### src/design/eg_defs.svh
`ifndef EG_DEFS_SVH
`define EG_DEFS_SVH

// Group, batch and node structure
`define EG_GROUPS 2
`define EG_GRP_W 1
`define EG_BATCHES 2
`define EG_BATCH_NODES 4
`define EG_GROUP_NODES 8
`define EG_ALL_BATCHES 4
`define EG_ALL_NODES 16
`define EG_NODE_ID_W 2

// Error_group_control_status layout
`define EG_CODE_W 2
`define EG_EN_LSB 2
`define EG_NODE_EN_RST 16'hFFFF

// Alarm type codes
`define EG_CODE_NONE 2'h0
`define EG_CODE_COR_OVF 2'h1
`define EG_CODE_UNC 2'h2
`define EG_CODE_UNC_OVF 2'h3

// Error counters
`define EG_UNC_CNT_W 4
`define EG_UNC_THRESH 4'h3
`define EG_COR_CNT_W 4

// Error_group_control_status numbers and trap causes
`define EG_CSR_ADDR_W 12
`define EG_CSR_BASE 12'h7C0
`define EG_CAUSE_W 5
`define EG_TRAP_BASE 5'h18

// APB register offsets of the core-side controller
`define EG_APB_ADDR_W 8
`define EG_REG_CSR_NUM 8'h00
`define EG_REG_CSR_WDATA 8'h04
`define EG_REG_CMD 8'h08
`define EG_REG_CSR_RDATA 8'h0C
`define EG_REG_TRAP 8'h10
`define EG_TRAP_BATCH_LSB 8
`define EG_CMD_START 0
`define EG_CMD_WRITE 1

`endif

### src/design/eg_link_if.sv
`include "eg_defs.svh"

// Link between the fault manager and the core
interface eg_link_if;
    logic csr_req;                                // Access request, held until ack
    logic csr_we;                                 // Write when high
    logic [`EG_CSR_ADDR_W-1:0] csr_addr;          // Error_group_control_status number
    logic [31:0] csr_wdata;                       // Write data
    logic csr_ack;                                // One-cycle answer
    logic [31:0] csr_rdata;                       // Read data, valid with ack
    logic [`EG_GROUPS-1:0] alarm;                 // One alarm per group
    logic [`EG_GROUPS*`EG_BATCHES-1:0] batch_id;  // Batches that alarmed

    modport dev (
        input csr_req, csr_we, csr_addr, csr_wdata,
        output csr_ack, csr_rdata, alarm, batch_id
    );
    modport core (
        output csr_req, csr_we, csr_addr, csr_wdata,
        input csr_ack, csr_rdata, alarm, batch_id
    );
endinterface

### src/design/eg_safety_fault_manager.sv
`include "eg_defs.svh"

module eg_safety_fault_manager (
    input wire logic clk_i,
    input wire logic rst_i,
    input wire logic [`EG_ALL_NODES-1:0] node_unc_err_i,
    input wire logic [`EG_ALL_NODES-1:0] node_cor_err_i,
    output logic [`EG_ALL_BATCHES*`EG_NODE_ID_W-1:0] batch_node_id_o,
    output logic [`EG_ALL_BATCHES*`EG_CODE_W-1:0] batch_err_type_o,
    eg_link_if.dev link
);

    // Alarm code from the three causes, uncorrected first
    function automatic logic [`EG_CODE_W-1:0] alarm_code(input logic unc, input logic uovf,
                                                         input logic covf);
        if (unc && uovf) begin
            alarm_code = `EG_CODE_UNC_OVF;
        end else if (unc) begin
            alarm_code = `EG_CODE_UNC;
        end else if (uovf) begin
            // Overflow without a live error flag is still the worst case
            alarm_code = `EG_CODE_UNC_OVF;
        end else if (covf) begin
            alarm_code = `EG_CODE_COR_OVF;
        end else begin
            alarm_code = `EG_CODE_NONE;
        end
    endfunction

    // Lowest-numbered reporting node wins
    function automatic logic [`EG_NODE_ID_W-1:0] first_node(
        input logic [`EG_BATCH_NODES-1:0] hits);
        first_node = '0;
        for (int i = `EG_BATCH_NODES - 1; i >= 0; i--) begin
            if (hits[i]) begin
                first_node = i[`EG_NODE_ID_W-1:0];
            end
        end
    endfunction

    // Node report enables, all groups side by side
    logic [`EG_ALL_NODES-1:0] node_en;
    // Sticky cause flags per batch
    logic [`EG_ALL_BATCHES-1:0] flag_unc;
    logic [`EG_ALL_BATCHES-1:0] flag_uovf;
    logic [`EG_ALL_BATCHES-1:0] flag_covf;
    logic [`EG_ALL_BATCHES-1:0] next_flag_unc;
    logic [`EG_ALL_BATCHES-1:0] next_flag_uovf;
    logic [`EG_ALL_BATCHES-1:0] next_flag_covf;
    // Per-batch error counters
    logic [`EG_UNC_CNT_W-1:0] unc_cnt [`EG_ALL_BATCHES];
    logic [`EG_COR_CNT_W-1:0] cor_cnt [`EG_ALL_BATCHES];
    // Events of this cycle
    logic [`EG_ALL_BATCHES-1:0] unc_evt;
    logic [`EG_ALL_BATCHES-1:0] uovf_evt;
    logic [`EG_ALL_BATCHES-1:0] covf_evt;
    logic [`EG_ALL_BATCHES-1:0] cor_seen;
    // Enables that hardware drops this cycle
    logic [`EG_ALL_NODES-1:0] en_drop;
    // Node id candidate per batch
    logic [`EG_ALL_BATCHES*`EG_NODE_ID_W-1:0] next_node_id;

    // CSR decode
    logic csr_take;
    logic addr_ok;
    logic [`EG_CSR_ADDR_W-1:0] addr_off;
    logic [`EG_GRP_W-1:0] grp_sel;
    logic wr_take;
    logic [`EG_GROUPS-1:0] code_clear;

    // A held request is taken once, on the edge before its ack
    assign csr_take = link.csr_req && !link.csr_ack;
    assign addr_off = link.csr_addr - `EG_CSR_BASE;
    assign addr_ok = (link.csr_addr >= `EG_CSR_BASE) &&
                     (addr_off < `EG_CSR_ADDR_W'(`EG_GROUPS));
    assign grp_sel = addr_off[`EG_GRP_W-1:0];
    assign wr_take = csr_take && link.csr_we && addr_ok;

    // Writing code 00 acknowledges every cause of the group
    always_comb begin
        for (int g = 0; g < `EG_GROUPS; g++) begin
            code_clear[g] = wr_take && (grp_sel == g[`EG_GRP_W-1:0]) &&
                            (link.csr_wdata[`EG_CODE_W-1:0] == `EG_CODE_NONE);
        end
    end

    // Batch units: masking, counting, events and next flags
    always_comb begin
        logic [`EG_BATCH_NODES-1:0] uh;
        logic [`EG_BATCH_NODES-1:0] ch;
        logic clr;
        uh = '0;
        ch = '0;
        clr = 1'b0;
        for (int b = 0; b < `EG_ALL_BATCHES; b++) begin
            // Disabled nodes are invisible to the batch
            uh = node_unc_err_i[b*`EG_BATCH_NODES +: `EG_BATCH_NODES] &
                 node_en[b*`EG_BATCH_NODES +: `EG_BATCH_NODES];
            ch = node_cor_err_i[b*`EG_BATCH_NODES +: `EG_BATCH_NODES] &
                 node_en[b*`EG_BATCH_NODES +: `EG_BATCH_NODES];
            clr = code_clear[b / `EG_BATCHES];
            unc_evt[b] = |uh;
            // Count goes above threshold on this error
            uovf_evt[b] = (|uh) && (unc_cnt[b] >= `EG_UNC_THRESH);
            cor_seen[b] = |ch;
            covf_evt[b] = (|ch) && (&cor_cnt[b]);
            // Events win over a clear in the same cycle
            next_flag_unc[b] = unc_evt[b] || (flag_unc[b] && !clr);
            next_flag_uovf[b] = uovf_evt[b] || (flag_uovf[b] && !clr);
            next_flag_covf[b] = covf_evt[b] || (flag_covf[b] && !clr);
            // Responsible nodes lose their enable
            en_drop[b*`EG_BATCH_NODES +: `EG_BATCH_NODES] =
                uh | (covf_evt[b] ? ch : '0);
            next_node_id[b*`EG_NODE_ID_W +: `EG_NODE_ID_W] =
                (|uh) ? first_node(uh) : first_node(ch);
        end
    end

    // Uncorrected counters saturate so overflow stays reported
    always_ff @(posedge clk_i) begin
        for (int b = 0; b < `EG_ALL_BATCHES; b++) begin
            if (rst_i) begin
                unc_cnt[b] <= '0;
            end else if (unc_evt[b] && !(&unc_cnt[b])) begin
                unc_cnt[b] <= unc_cnt[b] + `EG_UNC_CNT_W'(1);
            end
        end
    end

    // Corrected counters wrap; the wrap is the overflow
    always_ff @(posedge clk_i) begin
        for (int b = 0; b < `EG_ALL_BATCHES; b++) begin
            if (rst_i) begin
                cor_cnt[b] <= '0;
            end else if (cor_seen[b]) begin
                cor_cnt[b] <= cor_cnt[b] + `EG_COR_CNT_W'(1);
            end
        end
    end

    // Sticky cause flags
    always_ff @(posedge clk_i) begin
        if (rst_i) begin
            flag_unc <= '0;
            flag_uovf <= '0;
            flag_covf <= '0;
        end else begin
            flag_unc <= next_flag_unc;
            flag_uovf <= next_flag_uovf;
            flag_covf <= next_flag_covf;
        end
    end

    // Node enables: hardware drop beats a software set
    always_ff @(posedge clk_i) begin
        if (rst_i) begin
            node_en <= `EG_NODE_EN_RST;
        end else begin
            for (int n = 0; n < `EG_ALL_NODES; n++) begin
                if (en_drop[n]) begin
                    node_en[n] <= 1'b0;
                end else if (wr_take && (grp_sel == `EG_GRP_W'(n / `EG_GROUP_NODES))) begin
                    node_en[n] <= link.csr_wdata[`EG_EN_LSB + (n % `EG_GROUP_NODES)];
                end
            end
        end
    end

    // Batch outputs: type follows the flags, id follows the last event
    always_ff @(posedge clk_i) begin
        for (int b = 0; b < `EG_ALL_BATCHES; b++) begin
            if (rst_i) begin
                batch_err_type_o[b*`EG_CODE_W +: `EG_CODE_W] <= `EG_CODE_NONE;
                batch_node_id_o[b*`EG_NODE_ID_W +: `EG_NODE_ID_W] <= '0;
            end else begin
                batch_err_type_o[b*`EG_CODE_W +: `EG_CODE_W] <=
                    alarm_code(next_flag_unc[b], next_flag_uovf[b], next_flag_covf[b]);
                if (unc_evt[b] || covf_evt[b]) begin
                    batch_node_id_o[b*`EG_NODE_ID_W +: `EG_NODE_ID_W] <=
                        next_node_id[b*`EG_NODE_ID_W +: `EG_NODE_ID_W];
                end
            end
        end
    end

    // Group stage: batch alarms OR into one alarm per group
    always_ff @(posedge clk_i) begin
        if (rst_i) begin
            link.alarm <= '0;
            link.batch_id <= '0;
        end else begin
            for (int b = 0; b < `EG_ALL_BATCHES; b++) begin
                link.batch_id[b] <= next_flag_unc[b] || next_flag_uovf[b] ||
                                    next_flag_covf[b];
            end
            for (int g = 0; g < `EG_GROUPS; g++) begin
                link.alarm[g] <= |(next_flag_unc[g*`EG_BATCHES +: `EG_BATCHES] |
                                   next_flag_uovf[g*`EG_BATCHES +: `EG_BATCHES] |
                                   next_flag_covf[g*`EG_BATCHES +: `EG_BATCHES]);
            end
        end
    end

    // CSR answer one cycle after the take; reads show pre-write state
    always_ff @(posedge clk_i) begin
        if (rst_i) begin
            link.csr_ack <= 1'b0;
            link.csr_rdata <= '0;
        end else begin
            link.csr_ack <= csr_take;
            if (csr_take) begin
                link.csr_rdata <= '0;
                if (addr_ok) begin
                    // Upper bits of absent nodes read as zero
                    link.csr_rdata[`EG_EN_LSB +: `EG_GROUP_NODES] <=
                        node_en[grp_sel*`EG_GROUP_NODES +: `EG_GROUP_NODES];
                    link.csr_rdata[`EG_CODE_W-1:0] <= alarm_code(
                        |flag_unc[grp_sel*`EG_BATCHES +: `EG_BATCHES],
                        |flag_uovf[grp_sel*`EG_BATCHES +: `EG_BATCHES],
                        |flag_covf[grp_sel*`EG_BATCHES +: `EG_BATCHES]);
                end
            end
        end
    end

endmodule

### src/flat_wrapper.sv
// flat-port wrapper written by rule: the top's interface ports become plain ports
module eg_safety_fault_manager_flat 
  (clk_i, rst_i, node_unc_err_i, node_cor_err_i, batch_node_id_o, batch_err_type_o, link_csr_req, link_csr_we, link_csr_addr, link_csr_wdata, link_csr_ack, link_csr_rdata, link_alarm, link_batch_id);
  eg_link_if link_i ();
  input wire logic clk_i;
  input wire logic rst_i;
  input wire logic [`EG_ALL_NODES-1:0] node_unc_err_i;
  input wire logic [`EG_ALL_NODES-1:0] node_cor_err_i;
  output logic [`EG_ALL_BATCHES*`EG_NODE_ID_W-1:0] batch_node_id_o;
  output logic [`EG_ALL_BATCHES*`EG_CODE_W-1:0] batch_err_type_o;
  input wire logic [$bits(link_i.csr_req)-1:0] link_csr_req;
  input wire logic [$bits(link_i.csr_we)-1:0] link_csr_we;
  input wire logic [$bits(link_i.csr_addr)-1:0] link_csr_addr;
  input wire logic [$bits(link_i.csr_wdata)-1:0] link_csr_wdata;
  output wire logic [$bits(link_i.csr_ack)-1:0] link_csr_ack;
  output wire logic [$bits(link_i.csr_rdata)-1:0] link_csr_rdata;
  output wire logic [$bits(link_i.alarm)-1:0] link_alarm;
  output wire logic [$bits(link_i.batch_id)-1:0] link_batch_id;
  assign link_i.csr_req = link_csr_req;
  assign link_i.csr_we = link_csr_we;
  assign link_i.csr_addr = link_csr_addr;
  assign link_i.csr_wdata = link_csr_wdata;
  assign link_csr_ack = link_i.csr_ack;
  assign link_csr_rdata = link_i.csr_rdata;
  assign link_alarm = link_i.alarm;
  assign link_batch_id = link_i.batch_id;
  eg_safety_fault_manager u_core (.clk_i(clk_i), .rst_i(rst_i), .node_unc_err_i(node_unc_err_i), .node_cor_err_i(node_cor_err_i), .batch_node_id_o(batch_node_id_o), .batch_err_type_o(batch_err_type_o), .link(link_i));
endmodule
### config.mk
export PLATFORM = sky130hd
export DESIGN_NAME = eg_safety_fault_manager_flat
export DESIGN_NICKNAME = d
export VERILOG_FILES = /design/src/design/eg_link_if.sv /design/src/design/eg_safety_fault_manager.sv /design/src/flat_wrapper.sv
export VERILOG_INCLUDE_DIRS = /design/src /design/src/design
export SDC_FILE = /design/constraint.sdc
export NUM_CORES = 1
export LEC_CHECK = 0
export BUFFER_PORTS_ARGS = -buffer_cell sky130_fd_sc_hd__buf_4
export CORE_UTILIZATION = 52
export CTS_CLUSTER_SIZE = 12
export DETAILED_ROUTE_END_ITERATION = 8
export HOLD_SLACK_MARGIN = 0.12
export PLACE_DENSITY = 0.8
export REMOVE_ABC_BUFFERS = 1
export SYNTH_ARGS = -nofsm -noshare
export SYNTH_HDL_FRONTEND = slang
export SYNTH_SLANG_ARGS = --single-unit
### constraint.sdc
create_clock -name clk_i -period 2.97 [get_ports clk_i]
set_clock_uncertainty 0.2 [all_clocks]
set_input_delay 0.297 -clock clk_i [delete_from_list [all_inputs] [get_ports clk_i]]
set_output_delay 0.297 -clock clk_i [all_outputs]
set_load 0.02 [all_outputs]
# ---- After elaboration in Yosys (flattened, before gate mapping)
# Memory sizes are Yosys's and may differ from the RTL's.
# Index checks and enable logic that the tools add are counted.
# W data, S select, Z words.
dict set report totals {
  ram_bits 32
  output_inout_bits 55
  in_bits 80
  mem_count 2
  reg_bits 61
  elab_cells 307
}
# memory depth width rd rd_clocked_by_memory_dff write_ports line
set mem_list {}
lappend mem_list {u_core.cor_cnt 4 4 4 0 4 eg_safety_fault_manager.sv:52} ;# logic [`EG_COR_CNT_W-1:0] cor_cnt [`EG_ALL_BATCHES];
lappend mem_list {u_core.unc_cnt 4 4 4 0 4 eg_safety_fault_manager.sv:51} ;# logic [`EG_UNC_CNT_W-1:0] unc_cnt [`EG_ALL_BATCHES];
dict set report classes {
  reduce_logical 106
  n_addsub 9
  n_mux 127
  bitwise 25
  shift 4
  order_cmp 6
}
# op n
set op_table {}
lappend op_table {{$mux W2} 51}
lappend op_table {{$mux W1} 63}
lappend op_table {{$mux W4} 12}
lappend op_table {{$logic_and A1 B1 Y1} 37}
lappend op_table {{$add A4 B1 Y4 const B} 8}
lappend op_table {{$and A4 B4 Y4} 8}
lappend op_table {{$reduce_and A4 Y1} 8}
lappend op_table {{$reduce_bool A2 Y1} 16}
lappend op_table {{$reduce_or A4 Y1} 8}
lappend op_table {{$logic_or A1 B1 Y1} 24}
lappend op_table {{$ge A4 B2 Y1 const B} 4}
lappend op_table {{$or A4 B4 Y4} 4}
lappend op_table {{$shiftx A16 B5 Y8} 1}
lappend op_table {{$ge A12 B11 Y1 const B} 1}
lappend op_table {{$lt A12 B2 Y1 const B} 1}
lappend op_table {{$shiftx A4 B3 Y2} 3}
lappend op_table {{$sub A12 B11 Y12 const B} 1}
lappend op_table {{$mux W10} 1}
lappend op_table {{$reduce_or A2 Y1} 5}
lappend op_table {{$or A1 B1 Y1} 8}
lappend op_table {{$or A2 B2 Y2} 4}
lappend op_table {{$logic_not A1 Y1} 7}
lappend op_table {{$logic_not A2 Y1} 1}
lappend op_table {{$not A1 Y1} 1}

# ---- Logic depth before layout (Yosys ltp)
# Gate-level depths: netlist (run 1).
dict set report depth {
  word_depth 13
  mapped_depth 6
  depth_no_buf 6
}

# ---- Worst setup path after synthesis (run 1)
# OpenSTA, ideal clock, no wires.
dict set report synth_timing {
  path_kind {input -> register}
  start {input port link_csr_addr[1]}
  end {register u_core.node_en[2]}
  path_buffers 1
  setup_time_ps 69
  path_stages 6
  t_arrival_ps 2007
  setup_slack_ps 694
  t_required_ps 2701
  cell_sequence {or4b_4 > or4b_4 > buf_6 > nor3b_4 > mux2i_1 > o21ai_1}
}
dict set report synth_via {
  elab_chain_len 6
  word_cells_on_any_way 7
  cone_classes {add/sub: 1; order compare: 2; reduce/logical: 4}
}
# item line
set synth_rtl {}
lappend synth_rtl {{start: declaration} flat_wrapper.sv:13} ;# input wire logic [$bits(link_i.csr_addr)-1:0] link_csr_addr;
lappend synth_rtl {{$sub A12 B11 Y12 (no source line)} n/a}
lappend synth_rtl {{$lt A12 B2 Y1} eg_safety_fault_manager.sv:75} ;# (addr_off < `EG_CSR_ADDR_W'(`EG_GROUPS));
lappend synth_rtl {{$logic_and A1 B1 Y1 *} eg_safety_fault_manager.sv:74} ;# assign addr_ok = (link.csr_addr >= `EG_CSR_BASE) &&
lappend synth_rtl {{$logic_and A1 B1 Y1 *} eg_safety_fault_manager.sv:77} ;# assign wr_take = csr_take && link.csr_we && addr_ok;
lappend synth_rtl {{$logic_and A1 B1 Y1 *} eg_safety_fault_manager.sv:162} ;# end else if (wr_take && (grp_sel == `EG_GRP_W'(n / `EG_GROUP_NODES))) begin
lappend synth_rtl {{$reduce_bool A2 Y1 (no source line) *} n/a}
lappend synth_rtl {{end signal: assignment} eg_safety_fault_manager.sv:157} ;# node_en <= `EG_NODE_EN_RST;
lappend synth_rtl {{end signal: indexed assignment} eg_safety_fault_manager.sv:163} ;# node_en[n] <= link.csr_wdata[`EG_EN_LSB + (n % `EG_GROUP_NODES)];
lappend synth_rtl {{end: declaration} eg_safety_fault_manager.sv:42} ;# logic [`EG_ALL_NODES-1:0] node_en;
# Every way passes the cells marked *; elsewhere a longest branch is shown, timed or not.
# A chain may end at the register's enable or synchronous reset.

# ---- Final worst setup path (run 1)
dict set report layout_timing {
  start {input port link_csr_addr[1]}
  end {register u_core.node_en[7]}
}
# Same word-level chain as after synthesis.

==> impl_metrics.ini, run 1 <==
[sta]
tns_ps = 0
setup_violations = 0
final_max_slew_viol_count = 0
finalCriticalPeriod_ps = 2710
fmax_mhz = 369
slew-limit-headroom_pct = 56.4
hold_viol = 0
rsz0062_at_grt = no
period_share_pct = 91.3
tightest_slew_ps = 655
fin_ws_ps = 260

[setup_path]
arrival_ps = 2810
path_cells = buf_4 > or4b_4 > or4b_4 > nor3b_4 > mux2i_1 > o21ai_1 > dlygate4sd3_1
cp_common_cell = or4b_4
critPathMaxStageDelay_ps = 620
crit_required_ps = 3070
critical_path.top_delay_family = simple AND/OR/NAND/NOR gates
path_buf_inv = 2
worstSetupEndpointType = flip-flop
start_kind = primary input
path_max_fanout = 8
cp_slowest_cell = or4b_4
path_class = in -> reg

[logic_synthesis]
synthArstFlopShare_pct = 0
netlist_top_cells_area = dfxtp_1 (26%), edfxtp_1 (21%), nor2_1 (6.1%)
postSynthAreaPerCell_um2 = 9.30
synth_edf_count = 32
yosysWarnings = 0
ys_ff_latch = 93
synthCells = 496
synth_seq_area_share_pct = 47.3
synthesis.area_mm2 = 0.00461
synth_flop_cell = dfxtp_1
yosysUniqueCellTypes = 53
yosys.area.top_type = dfxtp_1
synth_top_area_share_pct = 26.5

[power_and_ir_drop]
swShare_pct = 28.3
clock_power_share_pct = 28.3
leakage_nw = 2.61
intPower_mw = 2.17
pwr-share-comb_pct = 19.4
irDropWorstVdd_uv = 349
p_seq_share_pct = 52.4
p_sw_uw = 855
powerDensity_mw_per_mm2 = 520

[placed_design]
hpwl_um = 8110
io_buffers = 90
dp_worst_setup_slack_ps = 395
gp_congestion = 0.861
place_area_mm2 = 0.00532

[global_routing]
grt_antenna_before_repair = 0
busiest_layer = met2
overflow = 0
grt_pass1_wl_um = 18100
grt_use_met2_pct = 41.5
gr-usage-met3_pct = 4.27
grt_max_degree = 41
met1_usage_pct = 33.1
grt_util_all_layers_pct = 25.3
first_global_vias = 3863

[clock_tree]
clk_pin_slew_ps = 90
cts_max_level = 3
cts_sinks = 93
clk_path_buf_depth = 2
cts_hold_buf = 30
post_cts_resized = 0
clock-root-buffer = clkbuf_8
cts_tree = done
insertion_delay_ps = 350
cts_made_buffers = 9
postCtsSetupBuffers = 0

[finish]
final_area_mm2 = 0.00582
diodes = 0
drive_above_1_share_pct = 20.3
fin_util_pct = 69.5
fin_nets = 704
syn_to_final_growth_pct = 26.2

[floorplanning]
initial_utilization_pct = 55.0
die_h_um = 96.2
core-area_mm2 = 0.00838
dieArea_mm2 = 0.00925
fp.dieW_um = 96.2
boundaryPins = 135
core.rowCount = 33

[routing]
routed_via_density = 5.76
vias = 4183
drc_errors = 0
avgRoutedWirePerCell_um = 15.6
postRouteAntennaNets = 0
drtIter0Drc = 203
wl_um = 11300
dr.pass1.iters = 5

[outcome]
status = finished clean

[job]
max-cap-violations = 0

[min_path]
min-delay-path-class = in -> reg
==> power groups by stage <==
stage	Sequential (mW)	Clock [mW]	Combinational [mW]
after floorplan	1.61	0	0.299
after global placement	1.60	0	0.528
after detailed placement	1.61	0	0.540
after CTS	1.58	0.862	0.583
after global routing	1.60	0.916	0.647
final	1.58	0.855	0.586
==> state kept, by name (all words and copies together), names as in the netlist, 4 cells and up <==
register and cells:
u_core.unc_cnt 16, u_core.link.batch_id 4, u_core.cor_cnt 16, u_core.link.csr_rdata 10, u_core.batch_node_id_o 8, u_core.flag_uovf 4, u_core.flag_unc 4, u_core.batch_err_type_o 8
u_core.node_en 16, u_core.flag_covf 4
==> Yosys cell counts (all sizes together), types with 4 or more instances <==
cell type,count
a21o,7
nand3,22
xor2,8
nor2,75
dfxtp,61
and2,4
ha,8
a32oi,4
edfxtp,32
xnor2,8
or2,4
clkbuf,12
o22ai,4
a31o,6
nand2,38
o31ai,4
buf,25
a31oi,6
mux2i,16
a22oi,15
nor3,14
and3,12
nor3b,4
a21oi,41
o21ai,31
==> final cells by class <==
cell class,count,area [um2]
inverter,1,3.75
clock inverter,2,11.3
clock buffer,14,194
tap,105,131
sequential,93,2180
multi-input combinational,386,2270
fill,645,2560
timing repair buffer,125,1030
==> metrics by stage <==
stage	total power, mW	hold WS, ps	instances
after detailed placement	2.15	281	680
after CTS	3.02	130	726
after floorplan	1.91	166	480
after global routing	3.16	165	726
final	3.03	140	726
after global placement	2.12	273	680
==> kinds of logic after synthesis <==
family / Yosys count / share of synthesized area (%)
AO/OA/AOI/OAI: 136 / 18.7
XOR/XNOR: 16 / 3.04
adder cells (fa/ha/maj): 8 / 2.17
buffers and inverters: 38 / 5.10
flip-flops: 93 / 47.3
multiplexers: 17 / 3.72
other: 1 / 0.0813
AND/OR/NAND/NOR: 187 / 19.9
==> per-layer routing <==
layer,up-vias,wire length [um]
met5,-,0
met4,0,232
met3,25,754
met2,181,5450
met1,1954,4880
li1,2023,-
==> final timing paths <==
check                                             start                                    end  slack (ps)  cells past startpoint
setup / recovery                       link_csr_addr[1]         u_core.node_en[7]$_SDFFE_PP1P_         260                      7
hold / removal                        node_cor_err_i[6]         u_core.node_en[6]$_SDFFE_PP1P_         140                      4
hold reg to reg   u_core.link.csr_rdata[9]$_SDFFE_PP0P_  u_core.link.csr_rdata[9]$_SDFFE_PP0P_         300                      2
setup reg to reg         u_core.link.csr_ack$_SDFF_PP0_         u_core.node_en[7]$_SDFFE_PP1P_         340                      6
==> cell usage in the layout, fill, tap and decap left out, drive strengths merged, types with 16 or more instances in the layout <==
cell	count
buf	95
nor2	75
dfxtp	61
a21oi	41
nand2	38
edfxtp	32
o21ai	31
dlygate4sd3	30
conb	22
nand3	22
mux2i	16
==> worst register-to-register path: cells and delay by family (launching register included) <==
| kind | cells | cell delay, ps |
|---|---|---|
| compound gates | 1 | 130 |
| buf+inv | 1 | 550 |
| flops | 1 | 340 |
| mux | 1 | 130 |
| simple gates | 3 | 1250 |
Power figures use the tool's default switching activity.
==> run 2, diff against run 1 <==
--- a/config.mk
+++ b/config.mk
@@ -11,7 +11,7 @@
 export CTS_CLUSTER_SIZE = 12
 export DETAILED_ROUTE_END_ITERATION = 8
 export HOLD_SLACK_MARGIN = 0.12
-export PLACE_DENSITY = 0.8
+export PLACE_DENSITY = 0.79
 export REMOVE_ABC_BUFFERS = 1
 export SYNTH_ARGS = -nofsm -noshare
 export SYNTH_HDL_FRONTEND = slang
==> run 2 against run 1 <==
  * Fmax is 1.5% lower
  * Hold slack worse by 6.6 ps
  * Total power is 3.2% higher
  * Critical path type is now reg -> reg
  * Combinational power is 1% higher
  * Highest routed layer unchanged
  * Critical path depth is 1 lower
  * Non-clock buffer count is 5 higher
  * Sequential share of layout area is 0.42 points lower
  * Sequential power hardly changed
==> impl_metrics.ini, run 2 (synthesis gave the netlist of run 1 again) <==
[global_routing]
grt_max_degree = 42
grt_antenna_before_repair = 0
first_global_vias = 3805
overflow = 0
grt_util_all_layers_pct = 25.2
grt_pass1_wl_um = 17700

[sta]
final_max_slew_viol_count = 0
fmax_mhz = 364
tightest_slew_ps = 647
setup_violations = 0
rsz0062_at_grt = no
hold_viol = 0
period_share_pct = 92.6
slew-limit-headroom_pct = 56.8
finalCriticalPeriod_ps = 2750
tns_ps = 0

[finish]
reg.largest.list = u_core.cor_cnt (16), u_core.node_en (16), u_core.unc_cnt (16)
syn_to_final_growth_pct = 27.7
drive_above_1_share_pct = 20.1
diodes = 0
final_common_cell = buf_4
final_area_mm2 = 0.00589
fin_util_pct = 70.3
fin_nets = 709
layout_common_cells = buf_4 (94), nor2_1 (75), dfxtp_1 (61)

[routing]
routed_via_density = 5.79
vias = 4229
drc_errors = 0
dr.pass1.iters = 5
postRouteAntennaNets = 0
avgRoutedWirePerCell_um = 15.8
drtIter0Drc = 317
wl_um = 11600

[clock_tree]
cts_sinks = 93
clk_path_buf_depth = 2
cts_max_level = 3
post_cts_resized = 0
cts_made_buffers = 9
cts_tree = done
clk_pin_slew_ps = 100
clock-root-buffer = clkbuf_8
insertion_delay_ps = 370

[setup_path]
cp_slowest_cell = or4b_4
crit_required_ps = 3090
start_kind = flip-flop
path_class = reg -> reg
critPathMaxStageDelay_ps = 660
timing.rr.start = u_core.link.csr_ack$_SDFF_PP0_
critical_path.top_delay_family = simple AND/OR/NAND/NOR gates
path_cells = nand2b_1 > or4b_4 > nor3b_4 > mux2i_1 > o21ai_1 > dlygate4sd3_1
crit_start = u_core.link.csr_ack$_SDFF_PP0_
worstSetupEndpointType = flip-flop
arrival_ps = 2870
path_max_fanout = 8
path_buf_inv = 1

[floorplanning]
core.rowCount = 33
fp.dieW_um = 96.2
boundaryPins = 135
die_h_um = 96.2
core-area_mm2 = 0.00838
dieArea_mm2 = 0.00925
initial_utilization_pct = 55.0

[power_and_ir_drop]
swShare_pct = 28.5
clock_power_share_pct = 30.4
intPower_mw = 2.23
powerDensity_mw_per_mm2 = 530
p_sw_uw = 891
p_seq_share_pct = 50.6
pwr-share-comb_pct = 19.0
leakage_nw = 2.63
irDropWorstVdd_uv = 383

[min_path]
hp-start = node_unc_err_i[15]
min-delay-path-class = in -> reg

[placed_design]
place_area_mm2 = 0.00530
gp_congestion = 0.902
io_buffers = 90
hpwl_um = 8020

[job]
max-cap-violations = 0

[outcome]
status = finished clean
==> run 2: through the flow <==
step	instances	total power [mW]	hold slack [ps]	setup slack, ps
floorplan	480	1.91	166	734
global placement	678	2.12	271	369
detailed placement	678	2.14	278	279
CTS	729	3.12	128	221
global route	731	3.26	141	79.8
finish	731	3.12	133	219
==> run 2: worst paths after layout <==
path | end | cells after the start | slack (ps)
worst max-delay path | u_core.node_en[6]$_SDFFE_PP1P_ | 6 | 220
worst min-delay path | u_core.node_en[15]$_SDFFE_PP1P_ | 5 | 130
worst max register to register | u_core.node_en[6]$_SDFFE_PP1P_ | 6 | 220
worst min register to register | u_core.link.csr_rdata[9]$_SDFFE_PP0P_ | 2 | 300
==> run 2: final cells by class <==
type | instances | area, um2
Inverter | 1 | 3.75
Timing Repair Buffer | 130 | 1080
Multi-Input combinational cell | 386 | 2270
Tap cell | 105 | 131
Fill cell | 649 | 2490
Clock buffer | 10 | 128
Clock inverter | 6 | 93.8
Sequential cell | 93 | 2180
==> run 2: power groups by stage <==
stage	sequential (mW)	clock, mW	combinational, mW
after floorplan	1.61	0	0.299
after global placement	1.60	0	0.528
after detailed placement	1.61	0	0.539
after CTS	1.58	0.960	0.586
after global routing	1.60	1.01	0.649
final	1.58	0.949	0.593
==> run 2: timing repair <==
item | CTS | global route
setup endpoints to repair | 0 | 1
endpoints found under the hold margin | 24 | 0
hold buffers | 35 | 0
buffers inserted | 0 | 2
==> run 2: layer usage <==
metal | wire length, um | track usage, % | share of wire (%)
met3 | 675 | 3.40 | 5.8
met4 | 303 | 11.8 | 2.6
met2 | 5580 | 41.7 | 48
met5 | 0 | 0 | 0
met1 | 5010 | 32.5 | 43
==> run 2: tightest hold or removal path: cells and delay by family <==
kind,cells,cell delay (ps)
AO/OA/AOI/OAI,3,210
buffers and inverters,1,90
AND/OR/NAND/NOR,1,50
==> run 3, diff against run 2 <==
--- a/config.mk
+++ b/config.mk
@@ -11,6 +11,7 @@
 export CTS_CLUSTER_SIZE = 12
 export DETAILED_ROUTE_END_ITERATION = 8
 export HOLD_SLACK_MARGIN = 0.12
+export MAX_ROUTING_LAYER = met4
 export PLACE_DENSITY = 0.79
 export REMOVE_ABC_BUFFERS = 1
 export SYNTH_ARGS = -nofsm -noshare
==> constraint.sdc (replaced) <==
create_clock -name clk_i -period 2.97 [get_ports clk_i]
set_clock_uncertainty 0.2 [all_clocks]
set_input_delay 0.1485 -clock clk_i [delete_from_list [all_inputs] [get_ports clk_i]]
set_output_delay 0.1485 -clock clk_i [all_outputs]
set_load 0.02 [all_outputs]
==> run 3 against run 2 <==
  * Total power increased by 3.0%
  * Count of clock-buffer cells in the layout did not move
  * Via count up 2.7%
  * Non-clock buffer count increased by 23
  * Global-route usage rose by 2.6 points
  * Hold slack worse by 14 ps
  * Critical path depth is 2 higher
  * First-iteration DRC count is 6.3% higher
  * Sequential share of layout area fell by 1.5 points
  * Die area stayed put
  * Wire length is 5.3% higher
  * Combinational power is 5.6% higher
  * Critical path type is now in -> reg
  * Largest power group unchanged
==> impl_metrics.ini, run 3 (synthesis gave the netlist of run 1 again) <==
[setup_path]
cp_slowest_cell = or4b_4
path_buf_inv = 3
worstSetupEndpointType = flip-flop
path_class = in -> reg
start_kind = primary input
critPathMaxStageDelay_ps = 620
reg2reg_slack_ps = 280
rr_worst_depth = 6
critical_path.top_delay_family = buffers and inverters
timing.rr.start = u_core.link.csr_ack$_SDFF_PP0_
cp_common_cell = dlygate4sd3_1
path_max_fanout = 8
crit_cells = 8
crit_required_ps = 3080
path_cells = dlygate4sd3_1 > buf_4 > nand2b_1 > or4b_4 > nor3b_4 > mux2i_1 > o21ai_1 > dlygate4sd3_1
r2r-end = u_core.node_en[6]$_SDFFE_PP1P_
arrival_ps = 2800

[sta]
tightest_slew_ps = 665
hold_viol = 0
fmax_mhz = 372
tns_ps = 0
period_share_pct = 90.6
slew-limit-headroom_pct = 55.6
rsz0062_at_grt = no
setup_violations = 0
final_max_slew_viol_count = 0
finalCriticalPeriod_ps = 2690
fin_ws_ps = 280

[clock_tree]
cts_tree = done
clk_pin_slew_ps = 100
cts_made_buffers = 9
clock-root-buffer = clkbuf_8
cts_hold_buf = 61
post_cts_resized = 0
cts_max_level = 3
clk_path_buf_depth = 2
postCtsSetupBuffers = 0
cts_sinks = 93
insertion_delay_ps = 370

[floorplanning]
dieArea_mm2 = 0.00925
fp.dieW_um = 96.2
initial_utilization_pct = 55.0
core.rowCount = 33
die_h_um = 96.2
core-area_mm2 = 0.00838
boundaryPins = 135

[power_and_ir_drop]
p_sw_uw = 882
p_seq_share_pct = 49.2
leakage_nw = 2.72
swShare_pct = 27.4
irDropWorstVdd_uv = 337
intPower_mw = 2.33
clock_power_share_pct = 31.3
pwr-share-comb_pct = 19.5
powerDensity_mw_per_mm2 = 524

[routing]
avgRoutedWirePerCell_um = 16.2
drc_errors = 0
postRouteAntennaNets = 0
dr.pass1.iters = 5
vias = 4342
wl_um = 12200
routed_via_density = 5.76
drtIter0Drc = 337

[global_routing]
grt_max_degree = 44
overflow = 0
grt_util_all_layers_pct = 27.8
grt_antenna_before_repair = 0
first_global_vias = 4180
grt_pass1_wl_um = 19100

[placed_design]
place_area_mm2 = 0.00528
gp_congestion = 0.911
hpwl_um = 7920
io_buffers = 90
dp_worst_setup_slack_ps = 498
dp.cells = 677

[finish]
fin_nets = 732
reg.largest.list = u_core.cor_cnt (16), u_core.node_en (16), u_core.unc_cnt (16)
syn_to_final_growth_pct = 32.9
final_common_cell = buf_4
diodes = 0
final_area_mm2 = 0.00613
fillCellCount = 631
layout_common_cells = buf_4 (92), nor2_1 (75), dlygate4sd3_1 (61), dfxtp_1 (61), a21oi_1 (41)
drive_above_1_share_pct = 18.8
layout.cells.non_filler = 754

[min_path]
hp-start = link_csr_addr[3]
holdPathEnd = u_core.link.csr_rdata[1]$_SDFFE_PP0P_
min-delay-path-class = in -> reg
hold_depth = 5

[job]
max-cap-violations = 0

[outcome]
status = finished clean
==> run 3: area by class of cell <==
type	count	area (um2)	share of cell area, %
Inverter	1	3.75	0.0612
Multi-Input combinational cell	386	2270	37.1
Tap cell	105	131	2.14
Sequential cell	93	2180	35.6
Clock inverter	6	110	1.80
Clock buffer	10	128	2.08
Timing Repair Buffer	153	1300	21.2
==> run 3: worst register-to-register path, cell delays in order, from the launching register on <==
cell	delay, ps
dfxtp_1	320
nand2b_1	200
or4b_4	630
nor3b_4	430
mux2i_1	130
o21ai_1	160
dlygate4sd3_1	580
==> run 3: worst max-delay path by stage <==
stage	from	endpoint	slack (ps)
final	link_csr_req	u_core.node_en[6]$_SDFFE_PP1P_	280
after floorplan	u_core.link.csr_ack$_SDFF_PP0_	u_core.node_en[2]$_SDFFE_PP1P_	870
after global routing	u_core.link.csr_ack$_SDFF_PP0_	u_core.node_en[9]$_SDFFE_PP1P_	160
after global placement	link_csr_addr[1]	u_core.link.alarm[0]$_SDFF_PP0_	500
after CTS	link_csr_req	u_core.node_en[7]$_SDFFE_PP1P_	360
after detailed placement	link_csr_addr[1]	u_core.link.alarm[0]$_SDFF_PP0_	500
==> run 3: power by group through the flow <==
stage	logic, mW	clock network (mW)	registers [mW]
CTS	0.615	1.01	1.58
global route	0.689	1.07	1.60
global placement	0.526	0	1.60
detailed placement	0.537	0	1.60
finish	0.626	1.01	1.58
floorplan	0.299	0	1.61
==> run 3: layer usage <==
layer / up-vias / share of wire, % / GRT usage, %
met5: - / 0 / -
met4: 0 / 2.3 / 10.8
met3: 29 / 6.4 / 4.50
met2: 197 / 49 / 47.7
met1: 2041 / 42 / 32.6
li1: 2075 / - / -
==> run 3: through the flow <==
step	hold slack [ps]	total power, mW	util, %
6_report	120	3.21	73.1
5_1_grt	157	3.36	73.1
4_1_cts	122	3.20	73.1
3_5_place_dp	178	2.14	63.0
3_3_place_gp	182	2.12	63.0
2_1_floorplan	17.6	1.91	-
